`config.mk`:
```
export PLATFORM = sky130hd
export DESIGN_NAME = smi_indicator
export DESIGN_NICKNAME = d
export VERILOG_FILES = /design/src/smi_note_end.sv /design/src/smi_pkg.sv /design/src/smi_indicator.sv
export VERILOG_INCLUDE_DIRS = /design/src
export SDC_FILE = /design/constraint.sdc
export NUM_CORES = 1
export LEC_CHECK = 0
export BUFFER_PORTS_ARGS = -buffer_cell sky130_fd_sc_hd__buf_2
export CAP_MARGIN = 5
export CORE_MARGIN = 1.5
export CORE_UTILIZATION = 40
export CTS_CLUSTER_SIZE = 28
export DETAILED_ROUTE_END_ITERATION = 16
export GPL_TIMING_DRIVEN = 0
export PLACE_DENSITY_LB_ADDON = 0.08
export SLEW_MARGIN = 15
export SYNTH_ARGS = -nofsm -noshare
export SYNTH_HDL_FRONTEND = slang
export SYNTH_SLANG_ARGS = --single-unit
export TNS_END_PERCENT = 10
```
`constraint.sdc`:
```
create_clock -name core_clk -period 3.4 [get_ports core_clk]
set_input_delay 0 -clock core_clk [delete_from_list [all_inputs] [get_ports core_clk]]
set_output_delay 0 -clock core_clk [all_outputs]
set_load 0.02 [all_outputs]
```
`src/smi_regs.svh`:
```
// Timing and field constants for the signal monitor indicator block
`ifndef SMI_REGS_SVH
`define SMI_REGS_SVH
`define SMI_CLK_HZ 125000000
`define SMI_MS_PER_S 1000
`define SMI_SAMPLE_HZ 2048
`define SMI_EIGHTH_MS 125
`define SMI_LAMP_TEST_MS 300
`define SMI_SUPERVISOR_MS 300
`define SMI_LATCHED_EIGHTHS 48
`define SMI_INVOLVED_EIGHTHS 16
`define SMI_CHANNELS 16
`define SMI_LAMPS 48
`define SMI_DIAG_EVENTS 3
`endif

```
`src/smi_note_end.sv`:
```
// Intentionally empty compilation unit
`timescale 1ns/1ns

```
`src/smi_pkg.sv`:
```
// Types shared by the signal monitor indicator block
`default_nettype none
package smi_pkg;
  // Channel status display phase, one-hot
  typedef enum logic [2:0] {
    SMI_SHOW_LIVE = 3'h1,
    SMI_SHOW_LATCHED = 3'h2,
    SMI_SHOW_INVOLVED = 3'h4
  } smi_show_t;
  typedef logic [47:0] smi_lamps_t;
endpackage
`default_nettype wire

```
`src/smi_indicator.sv`:
```
// Front-panel lamps, reset handling and supervision for the signal monitor
`timescale 1ns/1ns
`default_nettype none
`include "smi_regs.svh"
module smi_indicator #(
  parameter int unsigned MS_DIV = `SMI_CLK_HZ / `SMI_MS_PER_S,
  parameter int unsigned SAMPLE_DIV = `SMI_CLK_HZ / `SMI_SAMPLE_HZ
) (
  input wire logic core_clk,
  input wire logic rst,
  input wire logic reset_button_pin,
  input wire logic external_reset_pin,
  input wire logic mpu_alive_pin,
  input wire logic supply_good_pin,
  input wire logic supervisor_latch_cfg,
  input wire logic line_low_detected,
  input wire logic min_flash_active,
  input wire logic line_below_80v,
  input wire logic line_below_wd_level,
  input wire logic supervision_enable_switch,
  input wire logic red_enable_active,
  input wire logic special_function1_active,
  input wire logic special_function2_active,
  input wire logic external_event_input,
  input wire logic card_missing,
  input wire logic supply_24v_fault,
  input wire logic controller_wd_fault,
  input wire logic conflict_fault,
  input wire logic absence_fault,
  input wire logic dual_fault,
  input wire logic sequence_fault,
  input wire logic recurring_pulse_fault,
  input wire logic memory_test_fault,
  input wire smi_pkg::smi_lamps_t field_active,
  input wire smi_pkg::smi_lamps_t fault_channels,
  output logic line_power_lamp,
  output logic supply_fault_lamp,
  output logic controller_supervision_lamp,
  output logic conflict_lamp,
  output logic diagnostic_lamp,
  output logic absence_lamp,
  output logic dual_indication_lamp,
  output logic sequence_lamp,
  output logic card_absent_lamp,
  output logic recurring_pulse_lamp,
  output smi_pkg::smi_lamps_t channel_lamps,
  output logic relay_energized,
  output logic stop_time,
  output logic monitor_failed,
  output logic monitor_reset_pulse,
  output logic sample_strobe,
  output logic diag_mode,
  output logic [1:0] diag_event
);
  import smi_pkg::*;

  // Three-stage synchronisers for pins; index 0 button, 1 ext, 2 mpu, 3 supply
  logic [2:0] sync_reg [4];
  logic [3:0] pin_reg;
  logic [3:0] pins;
  assign pins = {supply_good_pin, mpu_alive_pin, external_reset_pin,
                 reset_button_pin};

  // Stage 1 feeds only stage 2; state changes when stages 2 and 3 agree
  always_ff @(posedge core_clk) begin
    for (int i = 0; i < 4; i++) begin
      sync_reg[i] <= {sync_reg[i][1:0], pins[i]};
      if (rst) begin
        pin_reg[i] <= (i == 3) ? 1'b1 : 1'b0;
      end else if (sync_reg[i][1] == sync_reg[i][2]) begin
        pin_reg[i] <= sync_reg[i][2];
      end
    end
  end

  // Timebase: ms tick, eighth-second tick, 2 s frame of eighths
  logic [16:0] div_reg;
  logic [6:0] ms_reg;
  logic [3:0] eighth_reg;
  logic ms_tick;
  logic eighth_tick;
  assign ms_tick = (div_reg == 17'(MS_DIV - 1));
  assign eighth_tick = ms_tick && (ms_reg == 7'(`SMI_EIGHTH_MS - 1));

  // Free-running chain; every flash and timeout below counts from it
  always_ff @(posedge core_clk) begin
    if (rst) begin
      div_reg <= 17'h0;
      ms_reg <= 7'h0;
      eighth_reg <= 4'h0;
    end else begin
      div_reg <= ms_tick ? 17'h0 : div_reg + 17'h1;
      if (ms_tick) begin
        ms_reg <= eighth_tick ? 7'h0 : ms_reg + 7'h1;
      end
      if (eighth_tick) begin
        eighth_reg <= eighth_reg + 4'h1;
      end
    end
  end

  // Flash patterns: bit0 toggles each 125 ms, bit1 each 250 ms
  logic flash_4hz;
  logic flash_2hz;
  logic pulse_2s;
  assign flash_4hz = ~eighth_reg[0];
  assign flash_2hz = ~eighth_reg[1];
  assign pulse_2s = (eighth_reg == 4'h0);

  // Count of short pulses in the 2 s frame, used for the event number
  function automatic logic burst(input logic [3:0] ph, input logic [1:0] n);
    burst = ~ph[0] && ({1'b0, ph[3:1]} < {2'h0, n});
  endfunction

  // Field sampling strobe, rate chosen for 32 samples even at 64 Hz line
  logic [15:0] samp_reg;
  always_ff @(posedge core_clk) begin
    if (rst) begin
      samp_reg <= 16'h0;
      sample_strobe <= 1'b0;
    end else begin
      sample_strobe <= (samp_reg == 16'(SAMPLE_DIV - 1));
      samp_reg <= sample_strobe ? 16'h1 : samp_reg + 16'h1;
    end
  end

  // Reset requests: edge of the combined level, so a stuck input acts once
  logic req_prev_reg;
  logic req_level;
  logic btn_prev_reg;
  logic btn_edge;
  logic ext_edge;
  assign req_level = pin_reg[0] | pin_reg[1];
  assign btn_edge = pin_reg[0] & ~btn_prev_reg;
  assign ext_edge = req_level & ~req_prev_reg & ~btn_edge;

  always_ff @(posedge core_clk) begin
    if (rst) begin
      req_prev_reg <= 1'b0;
      btn_prev_reg <= 1'b0;
    end else begin
      req_prev_reg <= req_level;
      btn_prev_reg <= pin_reg[0];
    end
  end

  // Button press when not failed drives diagnostic display instead of reset
  logic accept_reset;
  logic diag_step;
  assign diag_step = btn_edge && !monitor_failed;
  assign accept_reset = (btn_edge && monitor_failed) || ext_edge;

  // Diagnostic display: press enters at event 1, steps to 3, then leaves
  always_ff @(posedge core_clk) begin
    if (rst) begin
      diag_mode <= 1'b0;
      diag_event <= 2'h0;
    end else if (accept_reset) begin
      diag_mode <= 1'b0;
      diag_event <= 2'h0;
    end else if (diag_step) begin
      if (!diag_mode) begin
        diag_mode <= 1'b1;
        diag_event <= 2'h1;
      end else if (diag_event == 2'(`SMI_DIAG_EVENTS)) begin
        diag_mode <= 1'b0;
        diag_event <= 2'h0;
      end else begin
        diag_event <= diag_event + 2'h1;
      end
    end
  end

  // Lamp test: all lamps on for 300 ms after each accepted reset
  logic [8:0] test_ms_reg;
  logic lamp_test;
  assign lamp_test = (test_ms_reg != 9'h0);
  always_ff @(posedge core_clk) begin
    if (rst) begin
      test_ms_reg <= 9'h0;
    end else if (accept_reset) begin
      test_ms_reg <= 9'(`SMI_LAMP_TEST_MS);
    end else if (ms_tick && lamp_test) begin
      test_ms_reg <= test_ms_reg - 9'h1;
    end
  end

  // Pulse to outside detectors so their state clears too
  always_ff @(posedge core_clk) begin
    if (rst) begin
      monitor_reset_pulse <= 1'b0;
    end else begin
      monitor_reset_pulse <= accept_reset;
    end
  end

  // Processor supervisor: ms since last edge of the alive line
  logic mpu_prev_reg;
  logic mpu_edge;
  logic [8:0] sup_ms_reg;
  logic sup_trip_reg;
  assign mpu_edge = pin_reg[2] ^ mpu_prev_reg;
  always_ff @(posedge core_clk) begin
    if (rst) begin
      mpu_prev_reg <= 1'b0;
      sup_ms_reg <= 9'h0;
      sup_trip_reg <= 1'b0;
    end else begin
      mpu_prev_reg <= pin_reg[2];
      if (mpu_edge) begin
        sup_ms_reg <= 9'h0;
        // Latching build holds the trip until power-up reset
        if (!supervisor_latch_cfg) begin
          sup_trip_reg <= 1'b0;
        end
      end else if (ms_tick && !sup_trip_reg) begin
        if (sup_ms_reg == 9'(`SMI_SUPERVISOR_MS - 1)) begin
          sup_trip_reg <= 1'b1;
        end else begin
          sup_ms_reg <= sup_ms_reg + 9'h1;
        end
      end
    end
  end

  // Internal supply failure follows the filtered power-good pin
  logic supply_fail;
  assign supply_fail = ~pin_reg[3];

  // Sticky fault flags; a new fault in the reset cycle still sets the flag
  logic [8:0] fault_in;
  logic [8:0] fault_reg;
  assign fault_in = {memory_test_fault, recurring_pulse_fault, sequence_fault,
                     dual_fault, absence_fault, conflict_fault,
                     controller_wd_fault, supply_24v_fault, 1'b0};
  always_ff @(posedge core_clk) begin
    if (rst) begin
      fault_reg <= 9'h0;
    end else begin
      fault_reg <= (accept_reset ? 9'h0 : fault_reg) | fault_in;
    end
  end

  // Latched faults drop the relay; supervisor trip or supply failure raises stop-time
  logic hw_fault;
  assign hw_fault = sup_trip_reg | supply_fail;
  always_ff @(posedge core_clk) begin
    if (rst) begin
      monitor_failed <= 1'b0;
      relay_energized <= 1'b0;
      stop_time <= 1'b0;
    end else begin
      monitor_failed <= |fault_reg[7:1];
      relay_energized <= ~(|fault_reg) & ~hw_fault;
      stop_time <= hw_fault;
    end
  end

  // Channel status display phases, timed in eighth seconds
  smi_show_t show_reg;
  logic [5:0] phase_reg;
  smi_lamps_t latched_reg;
  always_ff @(posedge core_clk) begin
    if (rst) begin
      show_reg <= SMI_SHOW_LIVE;
      phase_reg <= 6'h0;
      latched_reg <= '0;
    end else begin
      // Snapshot when the first field fault arrives; the failed flag settles
      // two cycles later, by which time the field may have moved on
      if (|fault_in[7:1] && !(|fault_reg[7:1])) begin
        latched_reg <= field_active;
      end
      case (show_reg)
        SMI_SHOW_LIVE: begin
          phase_reg <= 6'h0;
          if (monitor_failed) begin
            show_reg <= SMI_SHOW_LATCHED;
          end
        end
        SMI_SHOW_LATCHED: begin
          if (!monitor_failed) begin
            show_reg <= SMI_SHOW_LIVE;
          end else if (eighth_tick) begin
            if (phase_reg == 6'(`SMI_LATCHED_EIGHTHS - 1)) begin
              phase_reg <= 6'h0;
              show_reg <= SMI_SHOW_INVOLVED;
            end else begin
              phase_reg <= phase_reg + 6'h1;
            end
          end
        end
        SMI_SHOW_INVOLVED: begin
          if (!monitor_failed) begin
            show_reg <= SMI_SHOW_LIVE;
          end else if (eighth_tick) begin
            if (phase_reg == 6'(`SMI_INVOLVED_EIGHTHS - 1)) begin
              phase_reg <= 6'h0;
              show_reg <= SMI_SHOW_LATCHED;
            end else begin
              phase_reg <= phase_reg + 6'h1;
            end
          end
        end
        default: begin
          show_reg <= SMI_SHOW_LIVE;
          phase_reg <= 6'h0;
        end
      endcase
    end
  end

  // Absence monitoring inhibited without red enable or by preemption inputs
  logic absence_inhibit;
  assign absence_inhibit = !red_enable_active || special_function1_active ||
                           special_function2_active || external_event_input;

  // Registered lamp drive; lamp test overrides every lamp
  always_ff @(posedge core_clk) begin
    if (rst) begin
      {line_power_lamp, supply_fault_lamp, controller_supervision_lamp,
       conflict_lamp, diagnostic_lamp, absence_lamp, dual_indication_lamp,
       sequence_lamp, card_absent_lamp, recurring_pulse_lamp} <= 10'h000;
      channel_lamps <= '0;
    end else if (lamp_test) begin
      // Panel and channel lamps all forced on together
      {line_power_lamp, supply_fault_lamp, controller_supervision_lamp,
       conflict_lamp, diagnostic_lamp, absence_lamp, dual_indication_lamp,
       sequence_lamp, card_absent_lamp, recurring_pulse_lamp} <= 10'h3ff;
      channel_lamps <= '1;
    end else begin
      // Dead line wins over any flash pattern
      if (line_below_80v) begin
        line_power_lamp <= 1'b0;
      end else if (min_flash_active) begin
        line_power_lamp <= flash_4hz;
      end else if (line_low_detected) begin
        line_power_lamp <= flash_2hz;
      end else begin
        line_power_lamp <= 1'b1;
      end
      supply_fault_lamp <= fault_reg[1];
      if (fault_reg[2]) begin
        controller_supervision_lamp <= 1'b1;
      end else begin
        controller_supervision_lamp <= pulse_2s &&
          (!supervision_enable_switch || line_below_wd_level);
      end
      conflict_lamp <= fault_reg[3];
      diagnostic_lamp <= hw_fault | fault_reg[8];
      absence_lamp <= fault_reg[4] || (pulse_2s && absence_inhibit);
      dual_indication_lamp <= fault_reg[5];
      sequence_lamp <= fault_reg[6];
      card_absent_lamp <= diag_mode ? burst(eighth_reg, diag_event)
                                    : card_missing;
      recurring_pulse_lamp <= fault_reg[7];
      case (show_reg)
        SMI_SHOW_LATCHED: channel_lamps <= latched_reg;
        SMI_SHOW_INVOLVED: channel_lamps <= fault_channels;
        default: channel_lamps <= field_active;
      endcase
    end
  end
endmodule // smi_indicator
`default_nettype wire

```
==> impl_results.md, run 1 <==
* Avg Inst Size Synth at ~8.3 um2
* Critical path cell sequence: ha_1 -> nor4bb_1 -> nand4b_1 -> nor2_1 -> or2_2 -> clkbuf_1 -> clkbuf_1 -> nor2_1
* DPL Wire Length at 18780 um
* DR iter-0 viols at 542
* Met2 wirelength from detailed routing at between 10000 and 15000 um
* I/O Buffers at between 150 and 200
* Ys async rst share at 0%
* Reg clk slew, reported paths at approximately 0.06 ns
* WS Path Type: flip-flop to flip-flop
* Startpoint Class: flip-flop
* # clock sinks at 213
* Biggest area consumer among synthesized cells: dfxtp_1
* Clock share of power at between 40% and 50%
* RePlAce Congestion at between 0.8 and 0.9
* Syn Nets at between 1000 and 1500
* Fin crit period at between 3 and 4 ns
* Post-synth EDFFs at 0
* Final setup fails at 0
* Commonest cells in the netlist: dfxtp_1, a21oi_1, nand2_1
* Sw frac at 26.51%
* Tightest Pin Transition at 0.7914 ns
* Switching power at roughly 1.6 mW
* Worst slack, placed at 0.3280 ns
* Sequential fraction of the synthesis area at 46.46%
* Final period utilization at 89.23%
* Combinational share of power at 14.6%
* Final setup skew at a little over 0.008 ns
* Remaining global-route overflow at 0
* Most frequently used flop master after synthesis: dfxtp_1
* Setup_tns at 0 ns
* Wl on met1 at 12740 um
* #FFs+latches synth at 213
* CTS tree: yes
* Hold WC Path Type: primary input to flip-flop
* Max transition margin at 47.24%
* DR vias at 9182
* First-pass GRT wire length at 44020 um
* Mapped Cells at 1103
* Setup Buffers After CTS at 0
* Share of the synthesized area in the top cell type at 46.46%
* Core area at 22570 um2
* Largest net degree at the start of global routing at 13
* # Max-Cap Violations at 0
* Final hold vios at 0
* Power density cells at roughly 500 nW/um2
* Synth unique cells at 62
* Fraction of layout cells with a size suffix above 1 at 17.35%
* Critical path's largest stage delay at 0.50 ns
* Sequential share of power at 44.3%
* Final wirelength at 27050 um
* Worst EP required at 3.79 ns
* Layout Utilization at 54.07%
* Cell Area, Synth at roughly 9000 um2
* Vias per cell at 5.373
* Worst-path fanout max at 10
* Clock buffer depth at 3
* Rows at 55
* Fin nets at 1545
* DR pass1 iterations at 5
* Max rail drop VDD at between 200 and 300 uV
* Top Ports at 187
* H-tree depth at 1
* Drt wl/cell at 15.83 um
* Yosys warns at 0
* Max-slew violation count at 0
* CTS Root Cell: clkbuf_16
* FILL cells at 2131
* Total track usage at 22.20%
* Clock Latency Late Sink at 0.51 ns
* Cell leakage power at ~4.6 nW
* P_int at 4.493 mW
* WL met3 at 1490 um
* RSZ-0062 raised after global routing: no
* Vias in the first global route at 8664
* Setup crit end kind: flip-flop
* DRC violations left at 0
* Max Used Layer: met4
* Die area at 23860 um2
* Post-route worst setup slack at 0.3661 ns
* Cts bufs inserted at 24
* Die H at between 150 and 200 um
* Die width at 154.5 um
* Syn-to-layout area delta at 32.99%
* CP max stage cell: nand4b_1
* Largest cells by area after synthesis: dfxtp_1, a21oi_1, o21ai_0, nand2_1, o221ai_1
* Antenna violations before repair at 0
* Most frequent cell after synthesis: dfxtp_1
* Crit path DAT at 3.42 ns
* Max Freq at ~330 MHz
* Routed Antenna Nets at 0
* Initial Utilization at 40.66%
* Outcome: finished, final reports clean
* Diodes inserted at 0
cells in the final DEF, fill, tap and decap left out, types with 5 or more instances in the layout:
master,instances
buf_1,6
clkbuf_8,5
o22ai_1,48
dfxtp_1,213
nor3_1,9
clkbuf_16,25
nor2_1,100
nand4b_1,5
a21oi_1,130
xor2_1,21
nand4_1,17
o221ai_1,48
nor4_1,10
nand3_1,27
ha_1,12
xnor2_1,27
nor2b_1,6
clkbuf_1,77
and3_1,5
nand2b_1,8
mux2i_1,6
dlygate4sd3_1,96
buf_2,188
nand2_1,126
inv_1,20
o21ai_0,109
or4_1,6
or2_2,5
logic make-up (layout without fill, tap and decap cells):
family	Yosys count	in the layout	synth area share [%]
compound gates	361	361	23.12
xor+xnor	48	48	4.581
fa+ha+maj	12	12	1.636
buf+inv	103	424	4.322
flops	213	213	46.46
mux	7	7	0.7771
simple gates	359	359	19.10
per-stage QoR:
stage	hold slack, ns	std cells	power [mW]	cell area (um2)
after floorplan	0.02772	1103	3.219	9178
after global routing	0.03868	1709	6.363	12210
after CTS	0.00006428	1709	6.155	12200
final	0.01932	1709	6.114	12210
after detailed placement	0.1057	1575	3.559	10480
after global placement	0.1035	1574	3.555	10470
power groups by stage:
stage               logic (mW)  clock network [mW]  registers (mW)
finish                   0.892                2.51            2.71
global route             0.978                2.66            2.72
detailed placement       0.796                   0            2.76
global placement         0.792                   0            2.76
CTS                      0.886                2.56            2.71
floorplan                0.347                   0            2.87
path summary, 6_finish.rpt:
path	from	end	slack [ns]	depth (start not counted)
setup / recovery	div_reg[0]$_SDFF_PP0_	div_reg[12]$_SDFF_PP0_	0.37	8
hold / removal	fault_channels[2]	channel_lamps[2]$_SDFF_PP0_	0.02	5
setup reg to reg	div_reg[0]$_SDFF_PP0_	div_reg[12]$_SDFF_PP0_	0.37	8
hold reg to reg	sync_reg[2][0]$_DFF_P_	sync_reg[2][1]$_DFF_P_	0.32	0
routing by layer:
metal	up-vias	track usage, %
met5	-	0
met4	0	6.868
met3	55	2.970
met2	290	36.44
met1	4255	30.34
li1	4582	-
what timing repair did:
item / in CTS / in global routing
hold buffers: 96 / 0
setup endpoints to repair: 0 / 0
gates resized for setup: 0 / 0
endpoints found under the hold margin: 113 / 0
area by class of cell:
| cell class | instances | area [um2] | area share (%) |
|---|---|---|---|
| clock inverters | 5 | 50.05 | 0.4100 |
| clock buffers | 33 | 705.7 | 5.782 |
| inverters | 20 | 75.07 | 0.6151 |
| well taps | 285 | 356.6 | 2.922 |
| multi-input cells | 787 | 4529 | 37.11 |
| flip-flops and latches | 213 | 4264 | 34.94 |
| repair buffers | 283 | 1903 | 15.59 |
| plain buffers | 83 | 321.6 | 2.635 |
worst max-delay path: cells and delay by family, from the launching register on:
kind / cells / cell delay, ns
simple gates: 5 / 1.58
fa+ha+maj: 1 / 0.27
flops: 1 / 0.37
buf+inv: 2 / 0.67
Power figures use the tool's default switching activity.
==> run 2: changes to the inputs <==
Settings changed: CELL_PAD_IN_SITES_DETAIL_PLACEMENT from default to 1, CELL_PAD_IN_SITES_GLOBAL_PLACEMENT from default to 1.
==> run 2 against run 1 <==
Against the previous run: wire length increased by 16%; critical endpoint unchanged; clock power rose by 18%; sequential cell count stayed put; hold slack got worse by 0.0041 ns; largest power group is now the clock network; clock-buffer cell count decreased by 3; via count grew 3.6%.
==> impl_results.md, run 2 (synthesized netlist as in run 1, its figures left out) <==
* Outcome: finished, final reports clean
* Rows at 55
* Commonest non-fill, non-tap cells in the layout: dfxtp_1, buf_2, a21oi_1
* # clock sinks at 213
* Routed Antenna Nets at 0
* DR vias at 9517
* P_int at 4.865 mW
* Setup crit end kind: flip-flop
* Total track usage at about 26%
* Final period utilization at between 90% and 100%
* Tightest Pin Transition at 1.066 ns
* Cts bufs inserted at 24
* Fin nets at about 1500
* First-pass GRT wire length at 50780 um
* Worst reg2reg setup slack at 0.33 ns
* Antenna violations before repair at 0
* Fin area at 12360 um2
* Fin crit period at about 3 ns
* Core area at 22570 um2
* Clock buffer depth at 3
* CTS tree: yes
* Hold worst-path end: channel_lamps[12]$_SDFF_PP0_
* CTS Root Cell: clkbuf_16
* Initial Utilization at 40.66%
* Clock Latency Late Sink at roughly 0.53 ns
* DPL Wire Length at ~21000 um
* Fraction of layout cells with a size suffix above 1 at 17.69%
* Top Ports at 187
* Max-slew violation count at 0
* Max rail drop VDD at 364.2 uV
* Most common cell after layout, fill and taps aside: dfxtp_1
* Max Freq at 325.3 MHz
* Layout Utilization at 54.76%
* Hold WC Path Type: primary input to flip-flop
* Remaining global-route overflow at 0
* Clock share of power at 44.9%
* Reg clk slew, reported paths at 0.06 ns
* Crit path DAT at 3.46 ns
* Vias in the first global route at about 10000
* FILL cells at around 2700
* Placed Instances at approximately 1600
* WS Path Type: flip-flop to flip-flop
* Combinational share of power at 14.0%
* Dpl cell area at between 10000 and 15000 um2
* Drt wl/cell at 18.25 um
* Vias per cell at about 5.5
* Diodes inserted at 0
* Non-Filler Instances at 1715
* Sequential share of power at between 40% and 50%
* Die width at about 150 um
* RSZ-0062 raised after global routing: no
* RePlAce Congestion at 0.8126
* Die area at 23860 um2
* Worst EP required at 3.78 ns
* Setup_tns at 0 ns
* Worst-path fanout max at 10
* Final wirelength at 31310 um
* Critical R2R Launch: div_reg[0]$_SDFF_PP0_
* Setup Buffers After CTS at 0
* Final hold vios at 0
* Hold path cells at 5
* DR iter-0 viols at 400
* Final setup fails at 0
* DR pass1 iterations at 5
* H-tree depth at 1
* Largest net degree at the start of global routing at 14
* Final setup skew at 0.01529 ns
* Startpoint Class: flip-flop
* Terminus of the critical flop-to-flop path: div_reg[12]$_SDFF_PP0_
* R2R depth at 8
* Max transition margin at 28.03%
* Power density cells at 533.4 nW/um2
* DRC violations left at 0
* # Max-Cap Violations at 0
* Sw frac at between 20% and 30%
* I/O Buffers at between 150 and 200
* Syn-to-layout area delta at 34.67%
* Die H at 154.5 um
* Switching power at 1.727 mW
* Cell leakage power at ~4.7 nW
* Hold path start: fault_channels[12]
-- run 2: cell types whose count changed in the layout (fill, tap and decap cells not counted) --
| cell | previous run | this run |
|---|---|---|
| o41ai_2 | 1 | 0 |
| clkbuf_1 | 77 | 75 |
| clkinvlp_4 | 0 | 3 |
| bufinv_16 | 1 | 6 |
| dlygate4sd3_1 | 96 | 97 |
| clkbuf_8 | 5 | 4 |
| o41ai_1 | 1 | 2 |
-- run 2: layer usage --
| layer | vias to the layer above | routed length, um | track usage [%] |
|---|---|---|---|
| met5 | - | 0 | 0 |
| met3 | 59 | 1543 | 3.811 |
| met2 | 257 | 15300 | 46.12 |
| met4 | 0 | 707 | 7.143 |
| met1 | 4602 | 13760 | 32.84 |
| li1 | 4599 | - | - |
-- run 2: layout make-up --
class	instances	area, um2	share of cell area (%)
clock inverters	13	222.7	1.802
flip-flops and latches	213	4264	34.50
inverters	20	75.07	0.6074
well taps	285	356.6	2.885
plain buffers	83	321.6	2.602
clock buffers	30	684.4	5.538
repair buffers	284	1913	15.48
multi-input cells	787	4522	36.59
-- run 2: repair_timing --
action                                 CTS  global route
endpoints found under the hold margin  113             0
hold buffers                            97             0
resized for setup                        0             0
-- run 2: critical path: stages (launching register included) --
cell and delay (ns):
dfxtp_1 0.37, ha_1 0.28, nor4bb_1 0.33, nand4b_1 0.45, nor2_1 0.49, or2_2 0.18
clkbuf_1 0.29, clkbuf_1 0.43, nor2_1 0.11
-- run 2: power by group through the flow --
stage	Clock [mW]	Sequential, mW	Combinational, mW
global placement	0	2.76	0.799
floorplan	0	2.87	0.347
detailed placement	0	2.76	0.815
global route	3.12	2.73	1.01
CTS	3.02	2.71	0.912
finish	2.96	2.71	0.925
-- run 2: per-stage QoR --
step	power, mW	hold WS, ns	setup WS (ns)
4_1_cts	6.637	0.0008737	0.2882
2_1_floorplan	3.219	0.02772	1.014
3_3_place_gp	3.560	0.1082	-0.2289
5_1_grt	6.850	0.02582	0.04630
3_5_place_dp	3.580	0.1162	0.3665
6_report	6.592	0.01526	0.3256
-- run 2: worst max path at each step --
stage	start	to	slack (ns)	cells past startpoint
3_5_place_dp	div_reg[0]$_SDFF_PP0_	div_reg[10]$_SDFF_PP0_	0.37	8
2_1_floorplan	div_reg[3]$_SDFF_PP0_	sup_ms_reg[2]$_SDFFE_PP0P_	1.01	7
6_report	div_reg[0]$_SDFF_PP0_	div_reg[12]$_SDFF_PP0_	0.33	8
3_3_place_gp	test_ms_reg[0]$_SDFFE_PP0P_	channel_lamps[7]$_SDFF_PP0_	-0.23	6
4_1_cts	div_reg[0]$_SDFF_PP0_	div_reg[12]$_SDFF_PP0_	0.29	8
5_1_grt	div_reg[0]$_SDFF_PP0_	div_reg[12]$_SDFF_PP0_	0.05	8
==> run 3: changes to the inputs <==
Settings changed: CORE_UTILIZATION 40 to 37.
Clock period 3.4 ns to 2.52 ns, I/O delays scaled along.
==> run 3 against run 2 <==
Against the previous run: sequential share of layout area is 0.96 points lower; global-route usage is 1.4 points lower; setup slack worse by 0.22 ns; critical endpoint is now phase_reg[5]$_SDFFE_PP0P_; largest power group unchanged; highest routed layer unchanged.
==> impl_results.md, run 3 (synthesized netlist as in run 1, its figures left out) <==
* WP buf/inv at 2
* Worst EP required at 2.98 ns
* Initial Utilization at 37.74%
* Setup crit end kind: flip-flop
* DPL Wire Length at roughly 21000 um
* Rows at 57
* Worst-path fanout max at 9
* Fin nets at 1577
* Final period utilization at between 90% and 100%
* Die area at 25760 um2
* Delay-heaviest family, CP: simple AND/OR/NAND/NOR gates
* Top Ports at 187
* Fraction of layout cells with a size suffix above 1 at 20.11%
* Tightest Pin Transition at 0.7549 ns
* Power, Total at 8.771 mW
* Clock Latency Late Sink at between 0.5 and 0.6 ns
* Drt wl/cell at 17.94 um
* Critical path's largest stage delay at 0.55 ns
* Vias per cell at roughly 5.4
* Cell leakage power at 4.875 nW
* Critical path cell sequence: or4b_4 -> buf_6 -> nor4_4 -> buf_4 -> nand4_2 -> or4_1 -> o21ai_1
* Largest net degree at the start of global routing at 13
* I/O Buffers at 186
* Clock buffer depth at 3
* Final setup fails at 0
* RSZ-0062 raised after global routing: yes
* Remaining global-route overflow at 0
* Hold WC Path Type: primary input to flip-flop
* RePlAce Congestion at a little under 0.8
* Reg clk slew, reported paths at 0.06 ns
* Max Freq at 414.5 MHz
* Power density cells at 688.4 nW/um2
* Worst Hold Slack at 0.01014 ns
* Max transition margin at 49.13%
* Final hold vios at 0
* Routed Antenna Nets at 0
* Vias in the first global route at 10030
* Final setup skew at 0.01275 ns
* # Max-Cap Violations at 0
* Startpoint Class: flip-flop
* Fin crit period at 2.413 ns
* Most common cell after layout, fill and taps aside: dfxtp_1
* Antenna violations before repair at 0
* Die H at 160.5 um
* Crit path DAT at 2.87 ns
* Die width at 160.5 um
* Max-slew violation count at 0
* CP max stage cell: or4_1
* CTS tree: yes
* # clock sinks at ~210
* H-tree depth at 1
* DR vias at 9601
* Syn-to-layout area delta at 38.84%
* First-pass GRT wire length at between 50000 and 60000 um
* Final wirelength at 32050 um
* DRC violations left at 0
* Commonest non-fill, non-tap cells in the layout: dfxtp_1, buf_2, a21oi_1
* Total track usage at 24.56%
* CTS Root Cell: clkbuf_16
* Diodes inserted at 0
* DR pass1 iterations at 5
* WS Path Type: flip-flop to flip-flop
* Max rail drop VDD at 450.8 uV
* Outcome: finished, final reports clean
* DR iter-0 viols at 434
* Cts bufs inserted at 26
* Core area at 24320 um2
[run 3: worst reg2reg max path: cells and delay by family (launching register included)]
family | cells | cell delay (ns)
simple gates | 4 | 1.54
compound gates | 1 | 0.08
buf+inv | 2 | 0.37
flops | 1 | 0.35
[run 3: stage by stage]
stage | area (um2) | cells | utilization (%) | worst slack, ns | setup TNS [ns]
2_1_floorplan | 9178 | 1103 | - | 0.1338 | 0
3_3_place_gp | 10510 | 1613 | 43.23 | -1.007 | -74.63
3_5_place_dp | 10530 | 1614 | 43.31 | -0.6994 | -30.24
4_1_cts | 12610 | 1775 | 51.86 | -0.02870 | -0.06621
5_1_grt | 12740 | 1786 | 52.39 | -0.01492 | -0.02281
6_report | 12740 | 1786 | 52.39 | 0.1073 | 0
[run 3: repair_timing]
action                     4_1_cts  5_1_grt
setup endpoints to repair       93      104
buffers inserted                 3       11
pin swaps                        3        5
gates resized for setup         13       27
hold endpoints to repair       113        0
hold buffers                   112        0
[run 3: final timing paths]
check                                       startpoint                            to  slack (ns)  depth (start not counted)
worst max-delay path             div_reg[3]$_SDFF_PP0_     phase_reg[5]$_SDFFE_PP0P_        0.11                          7
worst min-delay path                fault_channels[20]  channel_lamps[20]$_SDFF_PP0_        0.01                          5
worst max register to register   div_reg[3]$_SDFF_PP0_     phase_reg[5]$_SDFFE_PP0P_        0.11                          7
worst min register to register  sync_reg[2][0]$_DFF_P_        sync_reg[2][1]$_DFF_P_        0.33                          0
[run 3: metal layers]
metal | track usage, % | part of all wire, % | vias to the layer above
met4 | 8.284 | 2.5 | 0
met3 | 3.461 | 4.2 | 57
li1 | - | - | 4660
met5 | 0 | 0 | -
met1 | 31.18 | 45 | 4652
met2 | 42.66 | 48 | 232
[run 3: power by group]
part | switching [mW] | internal [mW]
clock | 1.46 | 2.37
sequential | 0.0960 | 3.57
combinational | 0.785 | 0.491
total | 2.34 | 6.43
[run 3: layout make-up]
cell class	count	area, um2
fillers	2954	11580
multi-input cells	787	4571
flip-flops and latches	213	4274
repair buffers	313	2165
clock buffers	43	885.9
well taps	324	405.4
plain buffers	83	351.6
inverters	20	75.07
clock inverters	3	15.01
